File: src/design/vsf_regs.vh
// register offsets, field positions, reset values and timing for the status frame block
`ifndef VSF_REGS_VH
`define VSF_REGS_VH

// register byte offsets
`define VSF_CTRL        12'h000
`define VSF_NODE        12'h004
`define VSF_ALARM_THR   12'h008
`define VSF_SHUT_THR    12'h00c
`define VSF_WORD9       12'h010
`define VSF_WORD10      12'h014
`define VSF_WORD8       12'h018
`define VSF_IRQ_STAT    12'h01c
`define VSF_IRQ_MASK    12'h020
`define VSF_FRAME_ID    12'h024
`define VSF_STATUS      12'h028
`define VSF_FRAME_CNT   12'h02c
`define VSF_MISS_CNT    12'h030
`define VSF_LAST_W8     12'h034

// control fields
`define VSF_CTRL_EN     0
`define VSF_CTRL_RST    32'h0000_0001

// interrupt status fields
`define VSF_IRQ_SENT    0
`define VSF_IRQ_FLAG    1
`define VSF_IRQ_MISSED  2

// word eight flag positions
`define VSF_B_AUTODET   0
`define VSF_B_NOMOD     1
`define VSF_B_SERIAL    2
`define VSF_B_POWER     3
`define VSF_B_NEWTYPE   4
`define VSF_B_RES_ALARM 5
`define VSF_B_RES_SHUT  6
`define VSF_FLAG_BITS   7

// frame constants
`define VSF_ID_BASE     11'h4e0
`define VSF_DLC         4'h6
`define VSF_RX_TRIGGER  2

// delay from trigger to frame
`define VSF_DELAY_US    12000
`define VSF_CLK_MHZ     100
`define VSF_DELAY_CYC   (`VSF_DELAY_US * `VSF_CLK_MHZ)

// reset values of the thresholds
`define VSF_ALARM_RST   16'h0100
`define VSF_SHUT_RST    16'h0400

`endif

File: src/design/vsf_frame.v
// status flag frame builder with apb registers and delayed can transmit
//
// Added by the designer: the register addresses and the APB interface to the registers.
`timescale 1ns/100ps
`include "vsf_regs.vh"

module vsf_frame #(
    parameter DELAY_CYC = `VSF_DELAY_CYC
) (
    input  wire        pclk,
    input  wire        presetn,
    input  wire        psel,
    input  wire        penable,
    input  wire        pwrite,
    input  wire [11:0] paddr,
    input  wire [31:0] pwdata,
    output reg  [31:0] prdata,
    output wire        pready,
    output wire        pslverr,
    input  wire        rx_pdo_valid,
    input  wire [3:0]  rx_pdo_num,
    input  wire        idmod_comm_fail,
    input  wire        idmod_read_fail,
    input  wire        serial_mismatch,
    input  wire        power_board_bad,
    input  wire        type_unsupported,
    input  wire [15:0] resolver_a,
    input  wire [15:0] resolver_b,
    output reg         tx_valid,
    input  wire        tx_ready,
    output reg  [10:0] tx_id,
    output reg  [3:0]  tx_dlc,
    output reg  [47:0] tx_data,
    output wire        irq
);

    // register state
    reg         enable;
    reg  [6:0]  node_id;
    reg  [15:0] alarm_thr;
    reg  [15:0] shut_thr;
    reg  [15:0] word9;
    reg  [15:0] word10;
    wire [15:0] word8;
    reg  [2:0]  irq_stat;
    reg  [2:0]  irq_mask;
    reg  [31:0] delay_cnt;
    reg         waiting;
    reg  [1:0]  state;
    reg  [15:0] frame_cnt;
    reg  [15:0] miss_cnt;
    reg  [15:0] last_word8;
    reg  [31:0] rd_mux;

    localparam ST_IDLE = 2'b00;
    localparam ST_WAIT = 2'b01;
    localparam ST_SEND = 2'b10;

    wire        wr_en = psel & penable & pwrite;
    wire [15:0] res_diff;
    wire        res_alarm;
    wire        res_shut;
    wire        trigger;
    wire [15:0] next_word8;
    wire [2:0]  ev;
    wire        frame_done;
    wire [6:0]  flag_bus;
    wire [6:0]  flag_rise;

    // apb answers without wait states, unmapped reads give zero
    assign pready  = 1'b1;
    assign pslverr = 1'b0;

    // absolute resolver difference and its two threshold compares
    assign res_diff  = (resolver_a > resolver_b) ? (resolver_a - resolver_b)
                                                 : (resolver_b - resolver_a);
    assign res_alarm = (res_diff > alarm_thr);
    assign res_shut  = (res_diff > shut_thr);

    // live word eight, upper bits zero
    assign next_word8 = {9'h000,
                         res_shut,
                         res_alarm,
                         type_unsupported,
                         power_board_bad,
                         serial_mismatch,
                         idmod_read_fail,
                         idmod_comm_fail};

    // second receive pdo starts the delay
    assign trigger    = enable & rx_pdo_valid & (rx_pdo_num == `VSF_RX_TRIGGER);
    assign frame_done = (state == ST_SEND) & tx_valid & tx_ready;

    // events: frame sent, any flag raised, trigger while busy
    assign ev = {trigger & (state != ST_IDLE),
                 |flag_rise,
                 frame_done};

    assign irq = |(irq_stat & irq_mask);

    // per flag bit: one-cycle sample and fresh-rise detect
    genvar gi;
    generate
        for (gi = 0; gi < `VSF_FLAG_BITS; gi = gi + 1) begin : g_flag
            reg flag_q;
            always @(posedge pclk or negedge presetn) begin
                if (!presetn) begin
                    flag_q <= 1'b0;
                end else begin
                    flag_q <= next_word8[gi];
                end
            end
            assign flag_bus[gi]  = flag_q;
            assign flag_rise[gi] = next_word8[gi] & ~flag_q;
        end
    endgenerate

    // undefined upper bits of word eight stay zero
    assign word8 = {9'h000, flag_bus};

    // frames sent and triggers refused, both saturate
    always @(posedge pclk or negedge presetn) begin
        if (!presetn) begin
            frame_cnt  <= 16'h0000;
            miss_cnt   <= 16'h0000;
            last_word8 <= 16'h0000;
        end else begin
            if (frame_done && frame_cnt != 16'hffff) begin
                frame_cnt <= frame_cnt + 16'h0001;
            end
            if (ev[2] && miss_cnt != 16'hffff) begin
                miss_cnt <= miss_cnt + 16'h0001;
            end
            // copy of the flags that last left the block
            if (frame_done) begin
                last_word8 <= tx_data[15:0];
            end
        end
    end

    // register writes and sticky interrupt status
    always @(posedge pclk or negedge presetn) begin
        if (!presetn) begin
            enable    <= 1'b1;
            node_id   <= 7'h00;
            alarm_thr <= `VSF_ALARM_RST;
            shut_thr  <= `VSF_SHUT_RST;
            word9     <= 16'h0000;
            word10    <= 16'h0000;
            irq_stat  <= 3'h0;
            irq_mask  <= 3'h0;
        end else begin
            if (wr_en) begin
                case (paddr)
                    `VSF_CTRL:      enable    <= pwdata[`VSF_CTRL_EN];
                    `VSF_NODE:      node_id   <= pwdata[6:0];
                    `VSF_ALARM_THR: alarm_thr <= pwdata[15:0];
                    `VSF_SHUT_THR:  shut_thr  <= pwdata[15:0];
                    `VSF_WORD9:     word9     <= pwdata[15:0];
                    `VSF_WORD10:    word10    <= pwdata[15:0];
                    `VSF_IRQ_MASK:  irq_mask  <= pwdata[2:0];
                    default: ;
                endcase
            end
            // set wins over write-one-clear
            if (wr_en && paddr == `VSF_IRQ_STAT) begin
                irq_stat <= (irq_stat & ~pwdata[2:0]) | ev;
            end else begin
                irq_stat <= irq_stat | ev;
            end
        end
    end

    // read mux
    always @* begin
        case (paddr)
            `VSF_CTRL:      rd_mux = {31'h0, enable};
            `VSF_NODE:      rd_mux = {25'h0, node_id};
            `VSF_ALARM_THR: rd_mux = {16'h0, alarm_thr};
            `VSF_SHUT_THR:  rd_mux = {16'h0, shut_thr};
            `VSF_WORD9:     rd_mux = {16'h0, word9};
            `VSF_WORD10:    rd_mux = {16'h0, word10};
            `VSF_WORD8:     rd_mux = {16'h0, word8};
            `VSF_IRQ_STAT:  rd_mux = {29'h0, irq_stat};
            `VSF_IRQ_MASK:  rd_mux = {29'h0, irq_mask};
            `VSF_FRAME_ID:  rd_mux = {21'h0, `VSF_ID_BASE + {4'h0, node_id}};
            `VSF_STATUS:    rd_mux = {29'h0, waiting, state};
            `VSF_FRAME_CNT: rd_mux = {16'h0, frame_cnt};
            `VSF_MISS_CNT:  rd_mux = {16'h0, miss_cnt};
            `VSF_LAST_W8:   rd_mux = {16'h0, last_word8};
            default:        rd_mux = 32'h0000_0000;
        endcase
    end

    // read data captured in setup, stands through the access phase
    always @(posedge pclk or negedge presetn) begin
        if (!presetn) begin
            prdata <= 32'h0000_0000;
        end else if (psel && !penable && !pwrite) begin
            prdata <= rd_mux;
        end
    end

    // delay counter and frame sequencer
    always @(posedge pclk or negedge presetn) begin
        if (!presetn) begin
            state     <= ST_IDLE;
            delay_cnt <= 32'h0;
            waiting   <= 1'b0;
            tx_valid  <= 1'b0;
            tx_id     <= 11'h000;
            tx_dlc    <= 4'h0;
            tx_data   <= 48'h0;
        end else begin
            case (state)
                ST_IDLE: begin
                    if (trigger) begin
                        delay_cnt <= 32'h1;
                        state     <= ST_WAIT;
                    end
                end
                ST_WAIT: begin
                    if (delay_cnt >= DELAY_CYC) begin
                        state    <= ST_SEND;
                        tx_valid <= 1'b1;
                        tx_id    <= `VSF_ID_BASE + {4'h0, node_id};
                        tx_dlc   <= `VSF_DLC;
                        // low byte first per word, words 8, 9, 10
                        tx_data  <= {word10[15:8], word10[7:0],
                                     word9[15:8], word9[7:0],
                                     word8[15:8], word8[7:0]};
                    end else begin
                        delay_cnt <= delay_cnt + 32'h1;
                    end
                end
                ST_SEND: begin
                    if (tx_ready) begin
                        tx_valid <= 1'b0;
                        state    <= ST_IDLE;
                    end
                end
                default: state <= ST_IDLE;
            endcase
            waiting <= (state == ST_WAIT);
        end
    end

endmodule // vsf_frame

File: config.mk
export PLATFORM = sky130hd
export DESIGN_NAME = vsf_frame
export DESIGN_NICKNAME = d
export VERILOG_FILES = /design/src/design/vsf_frame.v
export VERILOG_INCLUDE_DIRS = /design/src /design/src/design
export SDC_FILE = /design/constraint.sdc
export NUM_CORES = 1
export LEC_CHECK = 0
export ABC_CLOCK_PERIOD_IN_PS = 2400
export BUFFER_PORTS_ARGS = -buffer_cell sky130_fd_sc_hd__buf_2
export CORE_MARGIN = 4
export CORE_UTILIZATION = 55
export CTS_BUF_LIST = sky130_fd_sc_hd__clkbuf_4
export CTS_CLUSTER_DIAMETER = 60
export CTS_CLUSTER_SIZE = 25
export DETAILED_ROUTE_END_ITERATION = 12
export PLACE_DENSITY = 0.77
export SLEW_MARGIN = 20
export SYNTH_ARGS = -nofsm -noshare
export SYNTH_HDL_FRONTEND = slang
export SYNTH_SLANG_ARGS = --single-unit
File: constraint.sdc
create_clock -name pclk -period 2.4 [get_ports pclk]
set_clock_uncertainty 0.15 [all_clocks]
set_input_delay 0.24 -clock pclk [delete_from_list [all_inputs] [get_ports pclk]]
set_output_delay 0.24 -clock pclk [all_outputs]
set_load 0.01 [all_outputs]
## Yosys cells after proc, flatten, opt, wreduce, memory -nomap -nowiden

Index checks and enable logic that the tools add are counted.
Widths: inputs -> output; s select.

| storage, ports and cells | value |
|---|---|
| flip-flop bits (word level) | 243 |

| operators by class | value |
|---|---|
| mux-type cells | 13 |
| bitwise gates (word level) | 26 |
| reductions and logical operators | 25 |
| order comparisons | 4 |
| equal/unequal tests | 22 |
| $add $sub $neg | 6 |

Operator list:

| kind | count |
|---|---|
| $pmux 16 s14 | 1 |
| $eq 12x6->1 const B | 6 |
| $mux 32 | 2 |
| $pmux 32 s2 | 1 |
| $eq 12x5->1 const B | 4 |
| $gt 16x16->1 | 3 |
| $add 16x1->16 const B | 2 |
| $add 32x1->32 const B | 1 |
| $ge 32x21->1 const B | 1 |
| $ne 16x16->1 const B | 2 |
| $sub 16x16->16 | 2 |
| $eq 12x4->1 const B | 2 |
| $mux 16 | 1 |
| $reduce_and 2->1 | 8 |
| $and 1x1->1 | 14 |
| $eq 12x3->1 const B | 1 |
| $logic_not 12->1 | 1 |
| $add 11x7->11 const A | 1 |
| $reduce_and 3->1 | 3 |
| $ne 2x2->1 const B | 4 |
| $not 1->1 | 7 |
| $reduce_or 7->1 | 1 |
| $and 3x3->3 | 2 |
| $mux 2 | 3 |
| 14 further kinds | 23 |

## Longest topological paths before layout

Gate-level depths: netlist of the first run.

| depth | value |
|---|---|
| depth after elaboration | 7 |
| depth in mapped cells | 20 |
| depth with buffers taken out | 19 |

## Worst setup path before layout of the first run

Ideal clock, no wire load.

| timing path | value |
|---|---|
| path kind | input-to-reg |
| from | in resolver_a[0] |
| to | reg irq_stat[1] |
| slack | -1.145 ns |
| buffers on the path | 0 |
| required time | 2.163 ns |
| stages | 18 |
| library setup time | 0.087 ns |
| arrival | 3.309 ns |
| path through | inv_1 -> ha_1 -> inv_1 -> fa_1 -> a211oi_1 -> nor2_1 -> o21ai_2 -> a21oi_4 -> mux2i_1 -> a31oi_1 -> xnor2_1 -> ha_1 -> nand4_1 -> nor2_1 -> inv_1 -> o31a_1 -> a311o_1 -> o211ai_1 |

| between the ends | value |
|---|---|
| longest elaborated chain between the ends | 7 |

RTL lines:

| element | line | source |
|---|---|---|
| start: declaration | vsf_frame.v:27 | `input wire [15:0] resolver_a,` |
| $sub 16x16->16 (tied with other cells) | vsf_frame.v:76 | `: (resolver_b - resolver_a);` |
| $mux 16 (*) | vsf_frame.v:75 | `assign res_diff = (resolver_a > resolver_b) ? (resolver_a - resolver_b)` |
| $gt 16x16->1 (on tied branches) | vsf_frame.v:77, vsf_frame.v:78 |  |
| $and 1x1->1 | vsf_frame.v:114 | `assign flag_rise[gi] = next_word8[gi] & ~flag_q;` |
| $reduce_or 7->1 (*) | vsf_frame.v:96 | `\|flag_rise,` |
| $or 3x3->3 (on tied branches) | vsf_frame.v:169, vsf_frame.v:167 |  |
| $mux 3 (*) | vsf_frame.v:166 | `` if (wr_en && paddr == `VSF_IRQ_STAT) begin `` |
| end signal: assignment | vsf_frame.v:167 | `irq_stat <= (irq_stat & ~pwdata[2:0]) \| ev;` |
| end signal: assignment | vsf_frame.v:169 | `irq_stat <= irq_stat \| ev;` |
| end: declaration | vsf_frame.v:45 | `reg [2:0] irq_stat;` |

Mark *: on every way between the ends. The rest lies on a longest branch, timed or not.
A chain may end at the register's enable or synchronous reset.

## Final worst setup path of the first run

| timing path | value |
|---|---|
| from | in resolver_a[12] |
| to | reg irq_stat[1] |

The elaborated chain is that of the path after synthesis.

==> run summary, run 1 <==
fin crit share: 1.27
Inserted Clock Buffers: 17
# rows: 55
vias: 10.6k
Port Buffers: 144
max-slew violations: 0
startpoint types: input pin
post-synth top area cell: dfrtp_1
Core Area: 22700 um2
WL/cell: 19.1 um
Hold WS: 0.0364 ns
clock-pin slew on the worst setup and hold paths: 0.20 ns
number of buffers on the longest clock path: 3
Pwr Total: 7.16 mW
Horiz. Die Dim: 160 um
Setup Viol. Count Final: 3
CTS tree: built
most frequent cells in the layout: 222 x dfrtp_1, 164 x buf_4, 140 x buf_2
worst setup path class: in2reg
Post-synth EDFFs: 0
max_cap viols: 0
Skew-Pair Late Insertion Delay: 0.68 ns
CP endpoint kind: register
vias in the first global route: 10.7k
worst slew pin tran: 0.605 ns
Power Dens Cells: 458 nW/um2
Clock Sinks: 225
Via density: 5.73
top post-synthesis cells by area: dfrtp_1 44%, mux2_2 10%, ha_1 6.7%
First-pass DRT Iterations: 6
Hold/Removal Path Class: in2reg
post-synth cell types: 83
Fmax achieved: 0.327 GHz
Final Util: 0.688
cells after synthesis: 1233
synthesized area: 12700 um2
Starting Density: 0.559
gpl congestion: 0.967
antenna-violating nets left: 0
P_leak: 7.96 nW
Synth Register Bits: 225
share of cells above drive strength 1: 0.338
die area: 25600 um2
failing checks: setup timing
Detailed Route WL: 35200 um
ys async rst share: 1.00
Most used DFF post-synth: dfrtp_1
post-detail-place hpwl: 27000 um
Final Critical Period: 3.06 ns
worst rel slew slack: 0.594
WP data arrival: 3.48 ns
GR Overflow Total: 0
Avg Synthesized Cell Area: 10.3 um2
final worst slack: -0.658 ns
H-tree level count: 1
first-pass GRT wire length: 56600 um
fin nets: 1709
top cell type's share of synthesized area: 0.437
maximum VDD drop: 0.429 mV
DRC violations left: 0
Die Ht: 160 um
Design Area, Final: 15600 um2
Layout area overhead: 23.1%
RSZ-0062 raised after global routing: yes
CP required: 2.82 ns
initial antenna violation count: 1
yosys warns: 0
Hold Vio Cnt, Final: 0
Placed Area: 14800 um2
status: finished with violations
io pins: 191
largest net degree at the start of global routing: 76
DRT iter0 DRCs: 946
gr usage total: 0.271
sequential share of the synthesized area: 0.444
crit path max fanout: 7
clock root cell: clkbuf_4
most common cell after layout, fill and taps aside: dfrtp_1
## Yosys cell counts, types with 10 or more instances
master,number
dfrtp_1,222
mux2_2,118
nand2_1,97
inv_1,89
o21ai_0,71
ha_1,68
nor2_1,64
a21oi_1,58
xnor2_1,43
buf_4,36
nand3_1,30
mux2i_1,25
nand4_1,25
nor3_1,25
buf_2,23
nor2b_1,23
clkbuf_1,16
a21o_1,14
xor2_1,13
a22oi_1,12
nand2b_1,11
a22o_1,10
## metrics by stage
stage	cells	setup TNS, ns	setup slack [ns]
floorplan	1261	-2.66	-0.967
global placement	1770	-3.63	-1.29
detailed placement	1770	-3.93	-1.41
CTS	1841	-1.60	-0.636
global route	1844	-2.44	-0.906
finish	1844	-1.67	-0.658
## flip-flops by register name, summed over array words and instances (netlist names), 7 cells and up
register,flops
miss_cnt,16
shut_thr,16
delay_cnt,32
frame_cnt,16
g_flag.flag_q,7
tx_data,39
word9,16
word10,16
alarm_thr,16
tx_id,9
last_word8,7
prdata,16
node_id,7
## critical path, stage by stage
cell and delay, ns:
buf_2 0.10, inv_2 0.04, ha_4 0.28, nand4_4 0.13
buf_4 0.17, o21a_1 0.23, a21oi_4 0.35, mux2i_2 0.34
a31oi_1 0.14, xnor2_1 0.17, ha_1 0.32, nand4_1 0.12
nor2_2 0.15, inv_1 0.06, o31a_1 0.29, a311o_1 0.28
o211ai_1 0.08
## power breakdown
| group | leakage (nW) | internal, mW | switching (mW) |
|---|---|---|---|
| Sequential | 2.92 | 3.81 | 0.0149 |
| Combinational | 4.89 | 0.715 | 0.764 |
| Clock | 0.146 | 0.506 | 1.35 |
| Total | 7.96 | 5.03 | 2.13 |
## final timing paths
kind | from | endpoint | slack (ns) | cells after the start
max in group asynchronous | presetn | alarm_thr[14]$_DFFE_PN0P_ | 0.86 | 4
min reg2reg | miss_cnt[4]$_DFFE_PN0P_ | miss_cnt[4]$_DFFE_PN0P_ | 0.35 | 1
max reg2reg | frame_cnt[8]$_DFFE_PN0P_ | frame_cnt[15]$_DFFE_PN0P_ | 0.16 | 7
min | paddr[3] | prdata[1]$_DFFE_PN0P_ | 0.04 | 4
min in group asynchronous | presetn | last_word8[4]$_DFFE_PN0P_ | 0.53 | 3
max | resolver_a[12] | irq_stat[1]$_DFF_PN0_ | -0.66 | 17
## metal layers
| metal | vias up | share of wire | wire [um] | GRT usage |
|---|---|---|---|---|
| met5 | - | 0 | 0 | 0 |
| met1 | 5128 | 0.43 | 15300 | 0.375 |
| met2 | 418 | 0.47 | 16500 | 0.445 |
| li1 | 4948 | - | - | - |
| met4 | 0 | 0.034 | 1180 | 0.0774 |
| met3 | 77 | 0.065 | 2290 | 0.0434 |
## cell type report
cell class              count  area (um2)
well taps                 285         357
fillers                  1716        7080
multi-input cells         868        6600
flip-flops and latches    225        5630
repair buffers            346        2430
inverters                  89         347
clock inverters             9         104
clock buffers              21         158
diodes                      1        2.50
## kinds of logic (layout without fill, tap and decap cells)
kind of cell | count (synthesis) | count (layout) | synth area share
and+or+nand+nor | 321 | 321 | 0.130
AOI/OAI and AO/OA | 246 | 246 | 0.128
DFF | 225 | 225 | 0.444
buffers and inverters | 168 | 465 | 0.0627
muxes | 145 | 145 | 0.127
adders and majority gates | 70 | 70 | 0.0701
xor gates and xnor gates | 56 | 56 | 0.0386
other | 2 | 31 | 0.000591
## timing repair
| action | 4_1_cts | 5_1_grt |
|---|---|---|
| endpoints found under the setup margin | 3 | 21 |
| hold buffers | 31 | 0 |
| gates resized for setup | 35 | 8 |
| setup buffers | 10 | 2 |
| hold endpoints to repair | 323 | 0 |
| pin swaps | 29 | 6 |
(Power assumes the default switching activity.)
==> inputs of run 2 (changes only) <==
--- a/config.mk
+++ b/config.mk
@@ -11,3 +11,3 @@
 export CORE_MARGIN = 4
-export CORE_UTILIZATION = 55
+export CORE_UTILIZATION = 52
 export CTS_BUF_LIST = sky130_fd_sc_hd__clkbuf_4
@@ -16,3 +16,3 @@
 export DETAILED_ROUTE_END_ITERATION = 12
-export PLACE_DENSITY = 0.77
+export PLACE_DENSITY = 0.74
 export SLEW_MARGIN = 20
==> constraint.sdc (replaced) <==
create_clock -name pclk -period 2.4 [get_ports pclk]
set_clock_uncertainty 0.15 [all_clocks]
set_input_delay 0 -clock pclk [delete_from_list [all_inputs] [get_ports pclk]]
set_output_delay 0 -clock pclk [all_outputs]
set_load 0.01 [all_outputs]
==> run summary, run 2 (same netlist as run 1, synthesis figures left out) <==
Layout area overhead: 26.3%
CP required: 2.81 ns
Fmax achieved: 0.344 GHz
post-detail-place hpwl: 27000 um
Critical R2R Launch: enable$_DFFE_PN1P_
Hold Vio Cnt, Final: 0
antenna-violating nets left: 0
RSZ-0062 raised after global routing: yes
worst r2r path cells: 9
Skew-Pair Late Insertion Delay: 0.69 ns
Final Util: 0.675
Die Ht: 164 um
FF-to-FF End: miss_cnt[12]$_DFFE_PN0P_
worst setup path class: in2reg
final cell count without fillers: 1900
vias: 10.8k
Detailed Route WL: 36100 um
maximum VDD drop: 0.396 mV
Horiz. Die Dim: 164 um
final worst slack: -0.506 ns
Psw: 2.17 mW
Via density: 5.70
DRT iter0 DRCs: 984
Core Area: 23800 um2
clock root cell: clkbuf_4
first-pass GRT wire length: 57400 um
WP data arrival: 3.31 ns
First-pass DRT Iterations: 11
Final Critical Period: 2.91 ns
worst hold start: pwdata[15]
WL/cell: 19.0 um
CTS tree: built
fillcell total: 1826
io pins: 191
status: finished with violations
CP endpoint kind: register
most common cell after layout, fill and taps aside: dfrtp_1
worst rel slew slack: 0.624
Hold EP: shut_thr[15]$_DFFE_PN0P_
failing checks: setup timing
largest net degree at the start of global routing: 74
initial antenna violation count: 2
Post-Place Cells: 1793
DRC violations left: 0
Pwr Total: 7.45 mW
switching share of power: 0.292
Starting Density: 0.535
most frequent cells in the layout: 221 x dfrtp_1, 148 x buf_4, 141 x buf_2
GR Overflow Total: 0
fin crit share: 1.21
Design Area, Final: 16000 um2
P_leak: 8.06 nW
FF-to-FF setup slack: -0.29 ns
Combinational Power Share: 0.202
Setup Viol. Count Final: 18
H-tree level count: 1
worst slew pin tran: 0.562 ns
gpl congestion: 0.911
fin nets: 1728
crit path max fanout: 6
gr usage total: 0.266
# rows: 56
Inserted Clock Buffers: 19
die area: 27000 um2
TNS Setup: -3.76 ns
max_cap viols: 0
Port Buffers: 144
Int Pwr: 5.28 mW
Setup WS pre-CTS: -1.24 ns
clock-pin slew on the worst setup and hold paths: 0.18 ns
Largest register FFs: 39
Flop pwr share: 0.513
max-slew violations: 0
Clock Sinks: 225
number of buffers on the longest clock path: 3
startpoint types: input pin
vias in the first global route: 10.8k
hold path depth: 4
Hold WS: 0.0454 ns
Power Dens Cells: 465 nW/um2
Hold/Removal Path Class: in2reg
top flop regs: tx_data x39, delay_cnt x32
Largest Register: tx_data
share of cells above drive strength 1: 0.336
Placed Area: 14700 um2
Clock Power Share: 0.284
-- run 2: cell types whose count changed in the layout (fill, tap and decap cells not counted), moves of 4 or more --
cell,change
nor4_2,+5
nor4_1,-5
a21oi_1,-5
dlygate4sd3_1,+32
a21oi_2,+4
buf_4,-16
-- run 2: layer usage --
layer	up-vias	wire length, um	part of all wire	GRT usage
li1	4966	-	-	-
met1	5358	15400	0.43	0.369
met2	438	17100	0.47	0.441
met3	74	2430	0.067	0.0356
met4	0	1100	0.031	0.0709
met5	-	0	0	0
-- run 2: power groups by stage --
stage | Combinational [mW] | Sequential [mW] | Clock, mW
finish | 1.51 | 3.83 | 2.12
global route | 1.68 | 3.83 | 2.31
CTS | 1.47 | 3.82 | 2.15
detailed placement | 1.31 | 3.89 | 0
global placement | 1.29 | 3.89 | 0
floorplan | 0.768 | 3.89 | 0
-- run 2: cell type report --
cell class	instances	area, um2	share of cell area
repair buffers	363	2640	0.164
well taps	319	399	0.0249
flip-flops and latches	225	5640	0.351
clock inverters	12	165	0.0103
multi-input cells	868	6690	0.417
diodes	2	5.00	0.000312
inverters	89	344	0.0214
clock buffers	22	165	0.0103
-- run 2: how the worst max path moves through the flow --
| stage | start | endpoint | depth (start not counted) | slack [ns] |
|---|---|---|---|---|
| finish | resolver_a[0] | irq_stat[1]$_DFF_PN0_ | 21 | -0.51 |
| global route | resolver_a[9] | irq_stat[1]$_DFF_PN0_ | 18 | -0.74 |
| CTS | resolver_a[0] | irq_stat[1]$_DFF_PN0_ | 21 | -0.41 |
| detailed placement | resolver_a[0] | irq_stat[1]$_DFF_PN0_ | 21 | -1.24 |
| global placement | resolver_a[0] | irq_stat[1]$_DFF_PN0_ | 21 | -1.13 |
| floorplan | resolver_a[9] | irq_stat[1]$_DFF_PN0_ | 17 | -0.73 |
-- run 2: critical path, cell delays in order --
cell and delay, ns:
buf_8 0.10, inv_4 0.05, ha_4 0.13, inv_2 0.04
fa_2 0.34, a211oi_2 0.22, nor2_1 0.09, o21ai_2 0.19
a21oi_4 0.13, buf_6 0.16, buf_4 0.14, nand2b_1 0.14
a22oi_2 0.20, xnor2_2 0.10, ha_1 0.30, nand4_1 0.11
nor2_2 0.16, inv_1 0.07, o31a_1 0.25, a311o_1 0.32
o211ai_1 0.09
-- run 2: timing repair --
action                                 4_1_cts  5_1_grt
endpoints found under the hold margin      390        5
hold buffers                                62        3
resized for setup                           28       26
setup buffers                                7        1
pin swaps                                   24        5
setup endpoints to repair                    3      117
==> inputs of run 3 (changes only) <==
- PLACE_DENSITY: 0.74 -> default
- PLACE_DENSITY_LB_ADDON: default -> 0.05
==> run summary, run 3 (same netlist as run 1, synthesis figures left out) <==
worst slew pin tran: 0.751 ns
failing checks: setup timing
Starting Density: 0.535
max_cap viols: 0
# rows: 56
antenna-violating nets left: 0
Design Area, Final: 16000 um2
most common cell after layout, fill and taps aside: dfrtp_1
fillcell total: 1941
io pins: 191
Power Dens Cells: 460 nW/um2
Detailed Route WL: 35400 um
DRC violations left: 0
WL/cell: 18.5 um
Hold Vio Cnt, Final: 0
RSZ-0062 raised after global routing: yes
Via density: 5.58
Flop pwr share: 0.521
top flop regs: tx_data x39, delay_cnt x32
Hold WS: 0.0303 ns
Final Critical Period: 2.90 ns
CP startpoint: resolver_b[0]
Setup WS pre-CTS: -1.21 ns
GR peak layer: met2
WP data arrival: 3.29 ns
fin crit share: 1.21
Layout area overhead: 25.8%
vias in the first global route: 10.5k
met2 Usage GRT: 0.435
worst r2r path cells: 8
most frequent cells in the layout: 222 x dfrtp_1, 156 x buf_4, 141 x buf_2
First-pass DRT Iterations: 5
status: finished with violations
Core Area: 23800 um2
register area: 5630 um2
Largest register FFs: 39
FF-to-FF End: miss_cnt[11]$_DFFE_PN0P_
Critical R2R Launch: miss_cnt[9]$_DFFE_PN0P_
max-slew violations: 0
number of buffers on the longest clock path: 3
Clock Power Share: 0.283
Skew-Pair Late Insertion Delay: 0.71 ns
Worst Setup EP: irq_stat[1]$_DFF_PN0_
Port Buffers: 144
Horiz. Die Dim: 164 um
first-pass GRT wire length: 56400 um
DRT iter0 DRCs: 780
die area: 27000 um2
Placed Area: 14800 um2
Hold/Removal Path Class: in2reg
clock-pin slew on the worst setup and hold paths: 0.17 ns
Fmax achieved: 0.344 GHz
multi-input logic area: 6530 um2
Int Pwr: 5.06 mW
post-detail-place hpwl: 26400 um
CP required: 2.79 ns
TNS Setup: -1.16 ns
CTS tree: built
Combinational Power Share: 0.195
met1 GRT Util: 0.372
FF-to-FF setup slack: 0.12 ns
maximum VDD drop: 0.475 mV
largest net degree at the start of global routing: 92
worst rel slew slack: 0.500
clock root cell: clkbuf_4
gpl congestion: 0.947
initial antenna violation count: 1
share of cells above drive strength 1: 0.325
startpoint types: input pin
switching share of power: 0.312
fin nets: 1744
CP endpoint kind: register
Setup Viol. Count Final: 3
Clock Sinks: 225
vias: 10.7k
crit path max fanout: 3
P_leak: 8.10 nW
H-tree level count: 1
final worst slack: -0.504 ns
met3 global-route usage: 0.0369
Largest Register: tx_data
Psw: 2.29 mW
GR Overflow Total: 0
Inserted Clock Buffers: 19
worst setup path class: in2reg
Die Ht: 164 um
gr usage total: 0.264
## run 3: cell types whose count changed in the layout (fill, tap and decap cells not counted), sizes merged
cell | before | now
bufinv | 2 | 0
diode | 2 | 1
clkinv | 5 | 4
clkbuf | 22 | 21
clkinvlp | 0 | 1
inv | 94 | 98
a21oi | 61 | 62
dlygate4sd3 | 63 | 72
buf | 300 | 305
## run 3: worst min-delay path by stage
stage                     startpoint                  endpoint  slack (ns)  cells past startpoint
after floorplan              presetn  alarm_thr[0]$_DFFE_PN0P_       -0.45                      0
after global placement       presetn   tx_data[16]$_DFFE_PN0P_       -0.08                      1
after detailed placement     presetn   tx_data[16]$_DFFE_PN0P_       -0.08                      1
after CTS                  pwdata[1]  alarm_thr[1]$_DFFE_PN0P_       0.002                      3
after global routing       pwdata[6]     word10[6]$_DFFE_PN0P_        0.01                      3
final                      pwdata[2]   shut_thr[2]$_DFFE_PN0P_        0.03                      4
## run 3: power by group through the flow
stage          logic [mW]  clock network (mW)  registers, mW
3_3_place_gp         1.27                   0           3.90
6_report             1.44                2.08           3.83
4_1_cts              1.42                2.12           3.83
3_5_place_dp         1.30                   0           3.90
2_1_floorplan       0.768                   0           3.89
5_1_grt              1.60                2.30           3.83
## run 3: through the flow
step,util,power [mW],instances
final,0.673,7.34,1915
after floorplan,-,4.65,1261
after CTS,0.670,7.37,1909
after global routing,0.673,7.73,1915
after global placement,0.622,5.16,1798
after detailed placement,0.622,5.19,1798
## run 3: critical path: stages
cell	delay, ns
buf_2	0.13
inv_2	0.06
ha_2	0.16
inv_2	0.04
fa_2	0.34
a21oi_2	0.19
o22ai_2	0.13
o41ai_2	0.23
buf_4	0.18
o21bai_1	0.06
a211oi_1	0.24
a31oi_1	0.08
xor2_1	0.27
ha_1	0.30
nor2b_1	0.13
o21ai_1	0.12
a21oi_1	0.08
o211ai_1	0.24
a311o_1	0.22
o211ai_1	0.08
## run 3: per-layer routing
metal,share of wire,vias up
met5,0,-
met4,0.023,0
met3,0.061,59
met2,0.47,366
met1,0.45,5239
li1,-,5019
## run 3: cell type report
type                       count  share of cell area
clock inverter                14              0.0110
sequential                   225               0.353
multi-input combinational    869               0.409
tap                          319              0.0250
timing repair buffer         378               0.172
inverter                      89              0.0215
antenna                        1            0.000157
clock buffer                  20             0.00939
## run 3: repair_timing
item | 4_1_cts | 5_1_grt
gates resized for setup | 13 | 13
pin swaps | 7 | 6
endpoints found under the setup margin | 3 | 98
gates cloned | 1 | 0
setup buffers | 4 | 5
hold buffers | 72 | 1
hold endpoints to repair | 390 | 5
